[src/common/saef_pkg.sv]
package saef_pkg;

    // ----------------------------------------------------------------
    // geometry
    // ----------------------------------------------------------------
    localparam int unsigned SAEF_DATA_W  = 32;
    localparam int unsigned SAEF_ADDR_W  = 12;
    localparam int unsigned SAEF_SLAVES  = 8;
    localparam int unsigned SAEF_STRB_W  = SAEF_DATA_W / 8;

    // ----------------------------------------------------------------
    // register byte offsets
    // ----------------------------------------------------------------
    localparam logic [SAEF_ADDR_W-1:0] SAEF_OFS_INT_ENABLE_CLEAR = 12'h000;
    localparam logic [SAEF_ADDR_W-1:0] SAEF_OFS_INT_ENABLE_SET   = 12'h004;
    localparam logic [SAEF_ADDR_W-1:0] SAEF_OFS_ACCESS_ERR_FLAGS = 12'h010;
    localparam logic [SAEF_ADDR_W-1:0] SAEF_OFS_ERROR_MASK       = 12'h014;

    // ----------------------------------------------------------------
    // field positions
    // ----------------------------------------------------------------
    localparam int unsigned SAEF_BIT_ERR_ENABLE = 0;
    localparam int unsigned SAEF_BIT_FLASH      = 0;
    localparam int unsigned SAEF_BIT_BRIDGE_A   = 1;
    localparam int unsigned SAEF_BIT_BRIDGE_B   = 2;
    localparam int unsigned SAEF_BIT_BRIDGE_C   = 3;
    localparam int unsigned SAEF_BIT_SRAM_CPU   = 4;
    localparam int unsigned SAEF_BIT_SRAM_DMA   = 5;
    localparam int unsigned SAEF_BIT_SRAM_DEBUG = 6;
    localparam int unsigned SAEF_BIT_BOOT_ROM   = 7;
    localparam int unsigned SAEF_FLAG_LANE      = 0;

    // ----------------------------------------------------------------
    // reset values
    // ----------------------------------------------------------------
    localparam logic [SAEF_SLAVES-1:0] SAEF_RST_FLAGS      = 8'h00;
    localparam logic [SAEF_SLAVES-1:0] SAEF_RST_MASK       = 8'hFF;
    localparam logic                   SAEF_RST_ERR_ENABLE = 1'b0;
    localparam logic [SAEF_DATA_W-1:0] SAEF_ZERO_WORD      = 32'h0000_0000;

endpackage

[src/common/saef_reg_if.sv]
`timescale 1ns/100ps
`default_nettype none

interface saef_reg_if;
    import saef_pkg::*;

    logic [SAEF_ADDR_W-1:0] addr;
    logic [SAEF_DATA_W-1:0] wdata;
    logic [SAEF_STRB_W-1:0] strb;
    logic                   wr;
    logic [SAEF_DATA_W-1:0] rdata;
    logic                   hit;

    modport bus  (output addr, output wdata, output strb, output wr, input rdata, input hit);
    modport core (input addr, input wdata, input strb, input wr, output rdata, output hit);
endinterface

`default_nettype wire

[src/rtl/saef_top.sv]
// Operation
// - slave access error sets its flag; flag holds until software clears it.
// - interrupt asserted while any flag whose error mask bit is one is set and error interrupt enable is one.
// - writing one to a flag bit clears only that flag.
// - writing zero to a flag bit leaves it unchanged.
// - bit 0 records flash errors, bit 7 boot ROM errors.
// - bits 1 to 3 record the three bridge slave errors.
// - bits 4 to 6 record SRAM CPU, DMA and debug port errors.
//
// Decided for this implementation: the APB interface to the registers.
`timescale 1ns/100ps
`default_nettype none

module saef_top
    import saef_pkg::*;
(
    input  wire logic                   clk,
    input  wire logic                   arst_n,
    input  wire logic [SAEF_ADDR_W-1:0] paddr,
    input  wire logic                   psel,
    input  wire logic                   penable,
    input  wire logic                   pwrite,
    input  wire logic [SAEF_DATA_W-1:0] pwdata,
    input  wire logic [SAEF_STRB_W-1:0] pstrb,
    output var  logic [SAEF_DATA_W-1:0] prdata,
    output var  logic                   pready,
    output var  logic                   pslverr,
    input  wire logic                   flash_error,
    input  wire logic                   bridge_a_error,
    input  wire logic                   bridge_b_error,
    input  wire logic                   bridge_c_error,
    input  wire logic                   sram_cpu_port_error,
    input  wire logic                   sram_dma_port_error,
    input  wire logic                   sram_debug_port_error,
    input  wire logic                   boot_rom_error,
    output var  logic                   irq
);
    // ----------------------------------------------------------------
    // bus slave
    // ----------------------------------------------------------------
    saef_reg_if regs ();

    saef_apb_slave u_apb (
        .clk     (clk),
        .arst_n  (arst_n),
        .paddr   (paddr),
        .psel    (psel),
        .penable (penable),
        .pwrite  (pwrite),
        .pwdata  (pwdata),
        .pstrb   (pstrb),
        .prdata  (prdata),
        .pready  (pready),
        .pslverr (pslverr),
        .regs    (regs)
    );

    logic sel_en_clr;
    logic sel_en_set;
    logic sel_flags;
    logic sel_mask;
    logic lane0;

    assign sel_en_clr = (regs.addr == SAEF_OFS_INT_ENABLE_CLEAR);
    assign sel_en_set = (regs.addr == SAEF_OFS_INT_ENABLE_SET);
    assign sel_flags  = (regs.addr == SAEF_OFS_ACCESS_ERR_FLAGS);
    assign sel_mask   = (regs.addr == SAEF_OFS_ERROR_MASK);
    assign regs.hit   = sel_en_clr | sel_en_set | sel_flags | sel_mask;
    // only the low byte lane holds fields; upper lanes are dropped
    assign lane0      = regs.strb[SAEF_FLAG_LANE];

    // ----------------------------------------------------------------
    // error event map
    // ----------------------------------------------------------------
    logic [SAEF_SLAVES-1:0] slave_error;
    logic [SAEF_SLAVES-1:0] access_error_flags;
    logic [SAEF_SLAVES-1:0] flag_clear;

    always_comb begin
        slave_error                      = '0;
        slave_error[SAEF_BIT_FLASH]      = flash_error;
        slave_error[SAEF_BIT_BOOT_ROM]   = boot_rom_error;
        slave_error[SAEF_BIT_BRIDGE_A]   = bridge_a_error;
        slave_error[SAEF_BIT_BRIDGE_B]   = bridge_b_error;
        slave_error[SAEF_BIT_BRIDGE_C]   = bridge_c_error;
        slave_error[SAEF_BIT_SRAM_CPU]   = sram_cpu_port_error;
        slave_error[SAEF_BIT_SRAM_DMA]   = sram_dma_port_error;
        slave_error[SAEF_BIT_SRAM_DEBUG] = sram_debug_port_error;
    end

    // per-bit clear: a zero bit in the written word has no effect
    assign flag_clear = (regs.wr && sel_flags && lane0) ? regs.wdata[SAEF_SLAVES-1:0] : '0;

    // ----------------------------------------------------------------
    // sticky flags
    // ----------------------------------------------------------------
    for (genvar i = 0; i < SAEF_SLAVES; i++) begin : g_flag
        saef_flag_bit u_flag (
            .clk     (clk),
            .arst_n  (arst_n),
            .set_evt (slave_error[i]),
            .clr_wr  (flag_clear[i]),
            .flag    (access_error_flags[i])
        );
    end

    // ----------------------------------------------------------------
    // interrupt enable and per-slave mask
    // ----------------------------------------------------------------
    logic                   err_enable;
    logic [SAEF_SLAVES-1:0] error_mask;

    always_ff @(posedge clk or negedge arst_n) begin
        if (!arst_n) begin
            err_enable <= SAEF_RST_ERR_ENABLE;
        end else if (regs.wr && lane0 && regs.wdata[SAEF_BIT_ERR_ENABLE]) begin
            if (sel_en_set) begin
                err_enable <= 1'b1;
            end else if (sel_en_clr) begin
                err_enable <= 1'b0;
            end
        end
    end

    always_ff @(posedge clk or negedge arst_n) begin
        if (!arst_n) begin
            error_mask <= SAEF_RST_MASK;
        end else if (regs.wr && sel_mask && lane0) begin
            error_mask <= regs.wdata[SAEF_SLAVES-1:0];
        end
    end

    // level output, falls once the last unmasked flag is cleared
    assign irq = err_enable & (|(access_error_flags & error_mask));

    // ----------------------------------------------------------------
    // read mux
    // ----------------------------------------------------------------
    always_comb begin
        regs.rdata = SAEF_ZERO_WORD;
        if (sel_flags) begin
            regs.rdata[SAEF_SLAVES-1:0] = access_error_flags;
        end else if (sel_mask) begin
            regs.rdata[SAEF_SLAVES-1:0] = error_mask;
        end else if (sel_en_set || sel_en_clr) begin
            regs.rdata[SAEF_BIT_ERR_ENABLE] = err_enable;
        end
    end
endmodule

`default_nettype wire

[src/rtl/saef_flag_bit.sv]
`timescale 1ns/100ps
`default_nettype none

module saef_flag_bit
    import saef_pkg::*;
(
    input  wire logic clk,
    input  wire logic arst_n,
    input  wire logic set_evt,
    input  wire logic clr_wr,
    output var  logic flag
);
    // an event in the clearing cycle survives the clear
    always_ff @(posedge clk or negedge arst_n) begin
        if (!arst_n) begin
            flag <= 1'b0;
        end else begin
            flag <= set_evt | (flag & ~clr_wr);
        end
    end
endmodule

`default_nettype wire

[src/rtl/saef_apb_slave.sv]
`timescale 1ns/100ps
`default_nettype none

module saef_apb_slave
    import saef_pkg::*;
(
    input  wire logic                   clk,
    input  wire logic                   arst_n,
    input  wire logic [SAEF_ADDR_W-1:0] paddr,
    input  wire logic                   psel,
    input  wire logic                   penable,
    input  wire logic                   pwrite,
    input  wire logic [SAEF_DATA_W-1:0] pwdata,
    input  wire logic [SAEF_STRB_W-1:0] pstrb,
    output var  logic [SAEF_DATA_W-1:0] prdata,
    output var  logic                   pready,
    output var  logic                   pslverr,
    saef_reg_if.bus                     regs
);
    // ----------------------------------------------------------------
    // decode state captured in the setup cycle
    // ----------------------------------------------------------------
    logic hit_q;
    logic setup;
    logic access;

    assign setup  = psel & ~penable;
    assign access = psel & penable;

    always_ff @(posedge clk or negedge arst_n) begin
        if (!arst_n) begin
            hit_q <= 1'b0;
        end else if (setup) begin
            hit_q <= regs.hit;
        end
    end

    // read data sampled at the setup edge so prdata is a flop in access
    always_ff @(posedge clk or negedge arst_n) begin
        if (!arst_n) begin
            prdata <= SAEF_ZERO_WORD;
        end else if (setup) begin
            prdata <= (regs.hit && !pwrite) ? regs.rdata : SAEF_ZERO_WORD;
        end
    end

    // ----------------------------------------------------------------
    // zero wait state; unmapped access answers with an error
    // ----------------------------------------------------------------
    assign pready     = 1'b1;
    assign pslverr    = access & ~hit_q;
    assign regs.addr  = paddr;
    assign regs.wdata = pwdata;
    assign regs.strb  = pstrb;
    assign regs.wr    = access & pwrite & hit_q;
endmodule

`default_nettype wire

[config.mk]
export PLATFORM = sky130hd
export DESIGN_NAME = saef_top
export DESIGN_NICKNAME = d
export VERILOG_FILES = /design/src/common/saef_pkg.sv /design/src/common/saef_reg_if.sv /design/src/rtl/saef_top.sv /design/src/rtl/saef_flag_bit.sv /design/src/rtl/saef_apb_slave.sv
export SDC_FILE = /design/constraint.sdc
export NUM_CORES = 1
export LEC_CHECK = 0
export ABC_AREA = 1
export BUFFER_PORTS_ARGS = -buffer_cell sky130_fd_sc_hd__buf_4
export CAP_MARGIN = 10
export CORE_MARGIN = 2
export CORE_UTILIZATION = 47
export DETAILED_ROUTE_END_ITERATION = 6
export HOLD_SLACK_MARGIN = 0.15
export PLACE_DENSITY = 0.85
export SLEW_MARGIN = 20
export SYNTH_ARGS = -nofsm -noshare
export SYNTH_HDL_FRONTEND = slang
export SYNTH_SLANG_ARGS = --single-unit
[constraint.sdc]
create_clock -name clk -period 1.9 [get_ports clk]
set_input_delay 0.285 -clock clk [delete_from_list [all_inputs] [get_ports clk]]
set_output_delay 0.285 -clock clk [all_outputs]
set_load 0.01 [all_outputs]
# == Word level (Yosys, flattened, before mapping) ==
# Index checks and enable logic that the tools add are counted.
# word_totals
output_inout_bits,35
reg_bits,50
# op_classes
eq_ne,3
n_bitwise,36
muxes,8
reduce_logical,13
# ops
cell,n
$eq A12 B5 Y1 const B,2
$mux W8,3
$and A1 B1 Y1,14
$eq A12 B3 Y1 const B,1
$logic_not A12 Y1,1
$or A1 B1 Y1,11
$not A1 Y1,10
$and A8 B8 Y8,1
$reduce_or A8 Y1,1
$logic_and A1 B1 Y1,7
$mux W7,1
$mux W1,4
$reduce_and A2 Y1,1
$reduce_bool A2 Y1,1
$logic_not A1 Y1,1
$logic_or A1 B1 Y1,1

# == Depth between registers and ports, before layout ==
# Gate-level depths: netlist of run 1.
# logic_depth
word_depth,9
depth_mapped,10
depth_no_buf,10

# == Modules after synthesis ==
# Synthesis of run 1 repeated with hierarchy kept, for this count alone.
# hier_totals
hier_cells,364
area_unflattened_um2,2951.6
# by_module_without_submodules
mod,instances,cells_each,area_per_inst_um2,seq_area_each_um2
saef_apb_slave,1,203,1830.5,825.8
saef_top,1,121,800.8,235.2
saef_flag_bit,8,5,40.0,25.0

# == Least setup slack after synthesis of run 1 ==
# No wires, ideal clock.
# synth_timing
kind,register to output
from,register error_mask[2]
to,output irq
stages_incl_launch_ff,5
required_ns,1.615
setup_slack_ns,0.717
arrival_time_ns,0.898
cell_sequence,dfstp_2 nand2_1 nand2_1 a221oi_1 a21oi_1
# synth_via
elab_chain_len,3
# synth_rtl
element,line,rtl
start: declaration,saef_top.sv:111,logic [SAEF_SLAVES-1:0] error_mask;
start signal: assignment,saef_top.sv:129,error_mask <= regs.wdata[SAEF_SLAVES-1:0];
$and A8 B8 Y8,saef_top.sv:134,assign irq = err_enable & (|(access_error_flags & error_mask));
$reduce_or A8 Y1,saef_top.sv:134,
$and A1 B1 Y1,saef_top.sv:134,
end: declaration,saef_top.sv:36,output var logic irq
# Every way passes these cells.

# == Final worst setup path of run 1 ==
# layout_timing
from,register error_mask[3]
to,output irq
# Same word-level chain as after synthesis.

==> results of run 1 <==
[cells in the final DEF, fill, tap and decap left out]
cell type	netlist	layout
a21oi_1	2	2
conb_1	2	25
a221oi_1	2	2
dlygate4sd3_1	0	9
nor2_8	1	1
dfstp_2	8	8
nor2_1	10	10
buf_4	25	43
nand2_4	3	3
dfrtp_1	18	18
inv_1	26	26
nor2_2	1	1
inv_2	6	6
o21ai_2	9	9
a22o_1	1	1
o21ai_0	1	1
nor3_1	1	1
nand3_1	8	8
o21ai_1	7	7
clkbuf_4	0	3
nand2_1	76	76
nand2_2	7	7
nor2_4	2	2
[cell type report]
| cell class | instances | area, µm² |
|---|---|---|
| Fill cell | 320 | 1320 |
| Multi-Input combinational cell | 156 | 743 |
| Inverter | 32 | 120 |
| Sequential cell | 26 | 661 |
| Clock buffer | 3 | 22.5 |
| Timing Repair Buffer | 52 | 413 |
| Tap cell | 46 | 57.6 |
[worst max-delay path by stage]
stage | to | slack (ns)
floorplan | irq | 0.72
global placement | g_flag[7].u_flag.flag$_DFF_PN0_ | 0.49
detailed placement | g_flag[7].u_flag.flag$_DFF_PN0_ | 0.46
CTS | irq | 0.21
global route | irq | 0.10
finish | irq | 0.20
[layer usage]
layer / part of all wire [%] / track usage [%] / up-vias
met3: 4.2 / 1.80 / 6
li1: - / - / 710
met1: 45 / 20.6 / 599
met5: 0 / 0 / -
met2: 49 / 26.9 / 49
met4: 1.2 / 7.78 / 0
[through the flow]
step                cells  hold slack (ns)  worst slack (ns)  area [µm²]
CTS                   315            0.185             0.213        2020
detailed placement    303            0.204             0.463        1900
finish                315            0.195             0.201        2020
global route          315            0.192             0.104        2020
floorplan             240          -0.0106             0.717        1720
global placement      303            0.201             0.486        1900
[power groups by stage]
stage	Clock, µW	Sequential (µW)	Combinational (µW)
after floorplan	0	564	94.9
after global placement	0	564	125
after detailed placement	0	564	128
after CTS	237	554	143
after global routing	260	555	159
final	224	554	143
[worst reg2reg max path, cell delays in order, from the launching register on]
cell and delay (ns):
dfrtp_1 0.40, nand3_1 0.08, nor2_1 0.39, nand2_4 0.16
o21ai_1 0.19, nand2_1 0.06
[state kept, by name, summed over array words and instances (netlist names)]
name / count
u_apb.prdata: 8
err_enable: 1
u_apb.hit_q: 1
error_mask: 8
g_flag.u_flag.flag: 8
[kinds of logic after synthesis]
kind of cell / count (synthesis) / share of synthesized area (%)
AO/OA/AOI/OAI: 22 / 9.48
buffers and inverters: 58 / 19.5
flip-flops: 26 / 40.4
other: 2 / 0.459
AND/OR/NAND/NOR: 109 / 30.2
==> metrics.yaml, run 1 <==
total_power_uw: 921
grt_pass1_wl_um: 5210
power_switching_uw: 226
maxSlewViolCount: 0
start_util_pct: 49.0
switching_share_pct: 24.6
timing.final.crit_period_ns: 1.70
startpoint_type: "register"
pwr-share-seq_pct: 60.2
async_flop_share_pct: 100
num_rows: 21
drtAntennaViolNets: 0
drv_cap: 0
cts_tree: "built"
p_int_uw: 695
cts_buffers: 3
reg2reg_from: "u_apb.hit_q$_DFFE_PN0P_"
synth_area_leaders: "dfrtp_1 (28%), nand2_1 (17%), dfstp_2 (13%), buf_4 (11%), inv_1 (6.0%)"
synth_seq_cells: 26
die-width_um: 63.0
p_leak_uw: 0.00116
die_y_um: 63.0
period_share_pct: 89.4
cp_num_buf_inv: 1
fin_util_pct: 60.4
ios: 96
holdPathStages: 3
worst_hold_path.endpoint: "error_mask[3]$_DFFE_PN1P_"
cp.depth: 5
critical_path.startpoint: "error_mask[3]$_DFFE_PN1P_"
path_clk_slew_ns: 0.13
area_growth_pct: 23.2
drtIter0Drc: 32
via_count: 1364
first_global_vias: 1283
crit_arrival_ns: 1.41
power_frac_comb_pct: 15.5
cts_resized: 0
rsz0062_at_grt: "no"
synth_area_per_cell_um2: 7.54
synth_area_leader_cell: "dfrtp_1"
synth_edf_count: 0
groute.usage.overall_pct: 16.1
routed_via_density: 4.33
yosys_warnings: 0
p_clk_share_pct: 24.3
status: "completed"
path_cells: "nand2_1 > nand2_1 > a221oi_1 > a21oi_1 > buf_4"
synthCells: 217
routed_wl_um: 3030
r2r_setup_slack_ns: 0.51
post_route_cells_drive_above_1_share_pct: 30.9
p_per_area_nw_per_um2: 457
core_um2: 3340
antenna_found_initial: 0
gp_congestion: 0.803
grt_max_degree: 27
ir_drop_v: 0.000269
die_area_um2: 3970
hold_viol: 0
cts_post_setup_buffers_inserted: 0
crit_family: "flip-flops"
synth_top_flop_cell: "dfrtp_1"
cts_max_path_buffers: 2
crit_slowest_cell: "dfstp_2"
hpwl_um: 2310
cpPeakStageDelay_ns: 0.58
htree_levels: 1
finClkSkew_ns: 0.00573
min-delay-start: "pwdata[3]"
synth.most_common_cell: "nand2_1"
cts_hold_buf: 9
ys_seq_area_share_pct: 40.4
port_buffers: 43
synth_cell_types: 22
drcViolationCount: 0
setup-violations-final: 0
synth.top_cells.by_count: "nand2_1 (76), inv_1 (26), buf_4 (25)"
path_common_cell: "nand2_1"
critPathCaptureType: "output pin"
synth_area_um2: 1640
netlist.area_leader.share_pct: 27.5
first_pass_iters: 4
cp.required_ns: 1.62
grt-ovfl-total: 0
max_freq_ghz: 0.589
cts.sinks: 26
hp-class: "input port to register"
clockRootBuffer: "clkbuf_4"
fin_setup_tns_ns: 0
n_antenna_cell: 0
rr_worst_depth: 5
cp_max_fo: 3
worstSetupPathType: "register to output pin"
clk_latency_ns: 0.31
layout.nets: 332
timing.rr.end: "g_flag[6].u_flag.flag$_DFF_PN0_"
wire_per_inst_um: 9.62
Note: power is estimated with default switching activity, not from simulation.
==> run 2, diff against run 1 <==
Settings changed: SETUP_SLACK_MARGIN set to 0.5.
==> run 2 against run 1 <==
- clock-buffer cell count unchanged
- clock power increased by 3%
- total power increased by 0.75%
- core utilization increased by 3.0 points
- via count increased by 6.4%
- die area unchanged
- highest routed layer unchanged
- first-iteration DRC count increased by 100%
- register-to-register slack improved by 0.14 ns
- final cell count increased by 3.2%
- worst hold slack got worse by 0.0061 ns
==> metrics.yaml, run 2 (same netlist as run 1, synthesis figures left out) <==
ios: 96  # unchanged
start_util_pct: 49.0  # unchanged
startpoint_type: "register"  # unchanged
status: "completed"  # unchanged
hp-class: "input port to register"  # unchanged
finClkSkew_ns: 0.00151  # was 0.00573 ns
crit_slowest_cell: "dfstp_2"  # unchanged
cp_num_buf_inv: 1  # unchanged
grt_max_degree: 27  # unchanged
cts_buffers: 3  # unchanged
num_rows: 21  # unchanged
mostFrequentLayoutCells: "nand2_1 (74), buf_4 (53), inv_1 (26), conb_1 (25), dfrtp_1 (18)"  # was nand2_1 (76), buf_4 (43), inv_1 (26), conb_1 (25), dfrtp_1 (18)
clockRootBuffer: "clkbuf_4"  # unchanged
cts_max_path_buffers: 2  # unchanged
n_fill_cell: 298  # was 320
timing.final.crit_period_ns: 1.67  # was 1.70 ns
area_growth_pct: 29.3  # was 23.2%
p_leak_uw: 0.00121  # was 0.00116 µW
r2r_setup_slack_ns: 0.65  # was 0.51 ns
hpwl_um: 2310  # unchanged
htree_levels: 1  # unchanged
ir_drop_v: 0.000237  # was 0.000269 V
final_common_cell: "nand2_1"  # unchanged
drtIter0Drc: 65  # was 32
post_route_cells_drive_above_1_share_pct: 35.5  # was 30.9%
fin_setup_tns_ns: 0  # unchanged
first_pass_iters: 4  # unchanged
drcViolationCount: 0  # unchanged
cp_max_fo: 2  # was 3
clk_latency_ns: 0.32  # was 0.31 ns
die_y_um: 63.0  # unchanged
rsz0062_at_grt: "yes"  # was no
grt-ovfl-total: 0  # unchanged
crit_arrival_ns: 1.39  # was 1.41 ns
crit_family: "flip-flops"  # unchanged
layout.nets: 342  # was 332
wire_per_inst_um: 10.5  # was 9.62 µm
worstSetupPathType: "register to output pin"  # unchanged
cpPeakStageDelay_ns: 0.56  # was 0.58 ns
n_antenna_cell: 0  # unchanged
drv_cap: 0  # unchanged
multi_input_area_um2: 767  # was 743 µm²
path_clk_slew_ns: 0.13  # about the same
die-width_um: 63.0  # unchanged
p_per_area_nw_per_um2: 439  # was 457 nW/µm²
die_area_um2: 3970  # unchanged
groute.usage.overall_pct: 16.4  # was 16.1%
grt_pass1_wl_um: 5320  # was 5210 µm
cp.required_ns: 1.62  # about the same
first_global_vias: 1308  # was 1,283
via_count: 1451  # was 1,364
cts_tree: "built"  # unchanged
setup-violations-final: 0  # unchanged
critPathCaptureType: "output pin"  # unchanged
gp_congestion: 0.803  # unchanged
routed_wl_um: 3400  # was 3030 µm
drtAntennaViolNets: 0  # unchanged
max_freq_ghz: 0.598  # was 0.589 GHz
port_buffers: 43  # unchanged
period_share_pct: 88.0  # was 89.4%
routed_via_density: 4.46  # was 4.33
antenna_found_initial: 0  # unchanged
maxSlewViolCount: 0  # unchanged
fin_util_pct: 63.4  # was 60.4%
cts.sinks: 26  # unchanged
path_cells: "nand2_1 > nand2_2 > a221oi_2 > a21oi_2 > buf_4"  # was nand2_1 > nand2_1 > a221oi_1 > a21oi_1 > buf_4
core_um2: 3340  # unchanged
hold_viol: 0  # unchanged
seqCellArea_um2: 661  # unchanged
largest_registers: "error_mask x8, g_flag.u_flag.flag x8, u_apb.prdata x8"  # unchanged
[run 2: cell types whose count changed in the layout (fill, tap and decap cells not counted), sizes merged]
| cell | change |
|---|---|
| buf | +10 |
[run 2: per-layer routing]
metal  GRT usage (%)  share of wire [%]  up-vias
met2            27.7                 49       57
met3            1.98                5.2        7
met1            21.2                 43      654
li1                -                  -      733
met4            7.22                2.3        0
met5               0                  0        -
[run 2: area by class of cell]
cell class / instances / area share (%)
well taps: 46 / 2.72
inverters: 32 / 5.68
flip-flops and latches: 26 / 31.2
multi-input cells: 156 / 36.3
repair buffers: 62 / 23.1
clock buffers: 3 / 1.06
[run 2: per-stage QoR]
stage               instance area [µm²]  worst slack [ns]  cells  power [µW]  hold slack [ns]
floorplan                          1720             0.717    240         659          -0.0106
global placement                   1900             0.486    303         689            0.201
detailed placement                 1900             0.463    303         692            0.204
CTS                                2060             0.236    320         934            0.185
global route                       2120             0.198    325         979            0.185
finish                             2120             0.229    325         928            0.188
[run 2: final timing paths]
kind                                                  start                               to  depth (start not counted)
max in group asynchronous                            arst_n        error_mask[4]$_DFFE_PN1P_                          2
worst min-delay path                              pwdata[3]        error_mask[3]$_DFFE_PN1P_                          3
worst max register to register      u_apb.hit_q$_DFFE_PN0P_        error_mask[6]$_DFFE_PN1P_                          5
worst min register to register  u_apb.prdata[6]$_DFFE_PN0P_      u_apb.prdata[6]$_DFFE_PN0P_                          2
worst max-delay path              error_mask[3]$_DFFE_PN1P_                              irq                          5
min in group asynchronous                            arst_n  g_flag[5].u_flag.flag$_DFF_PN0_                          2
[run 2: worst reg2reg max path, stage by stage (launching register included)]
cell and delay (ns):
dfrtp_1 0.40, nand3_1 0.10, nor2_2 0.27, nand2_4 0.21
nand2_1 0.16, o21ai_2 0.07
[run 2: power by group]
part	total (µW)	switching, µW	internal, µW
clock network	230	156	74.4
registers	554	0.0253	554
logic	144	77.1	66.6
total	928	233	695
[run 2: timing repair]
item	CTS	global route
setup buffers	5	5
endpoints found under the hold margin	34	0
pin swaps	2	2
gates resized for setup	1	5
hold buffers	9	0
endpoints found under the setup margin	1	5
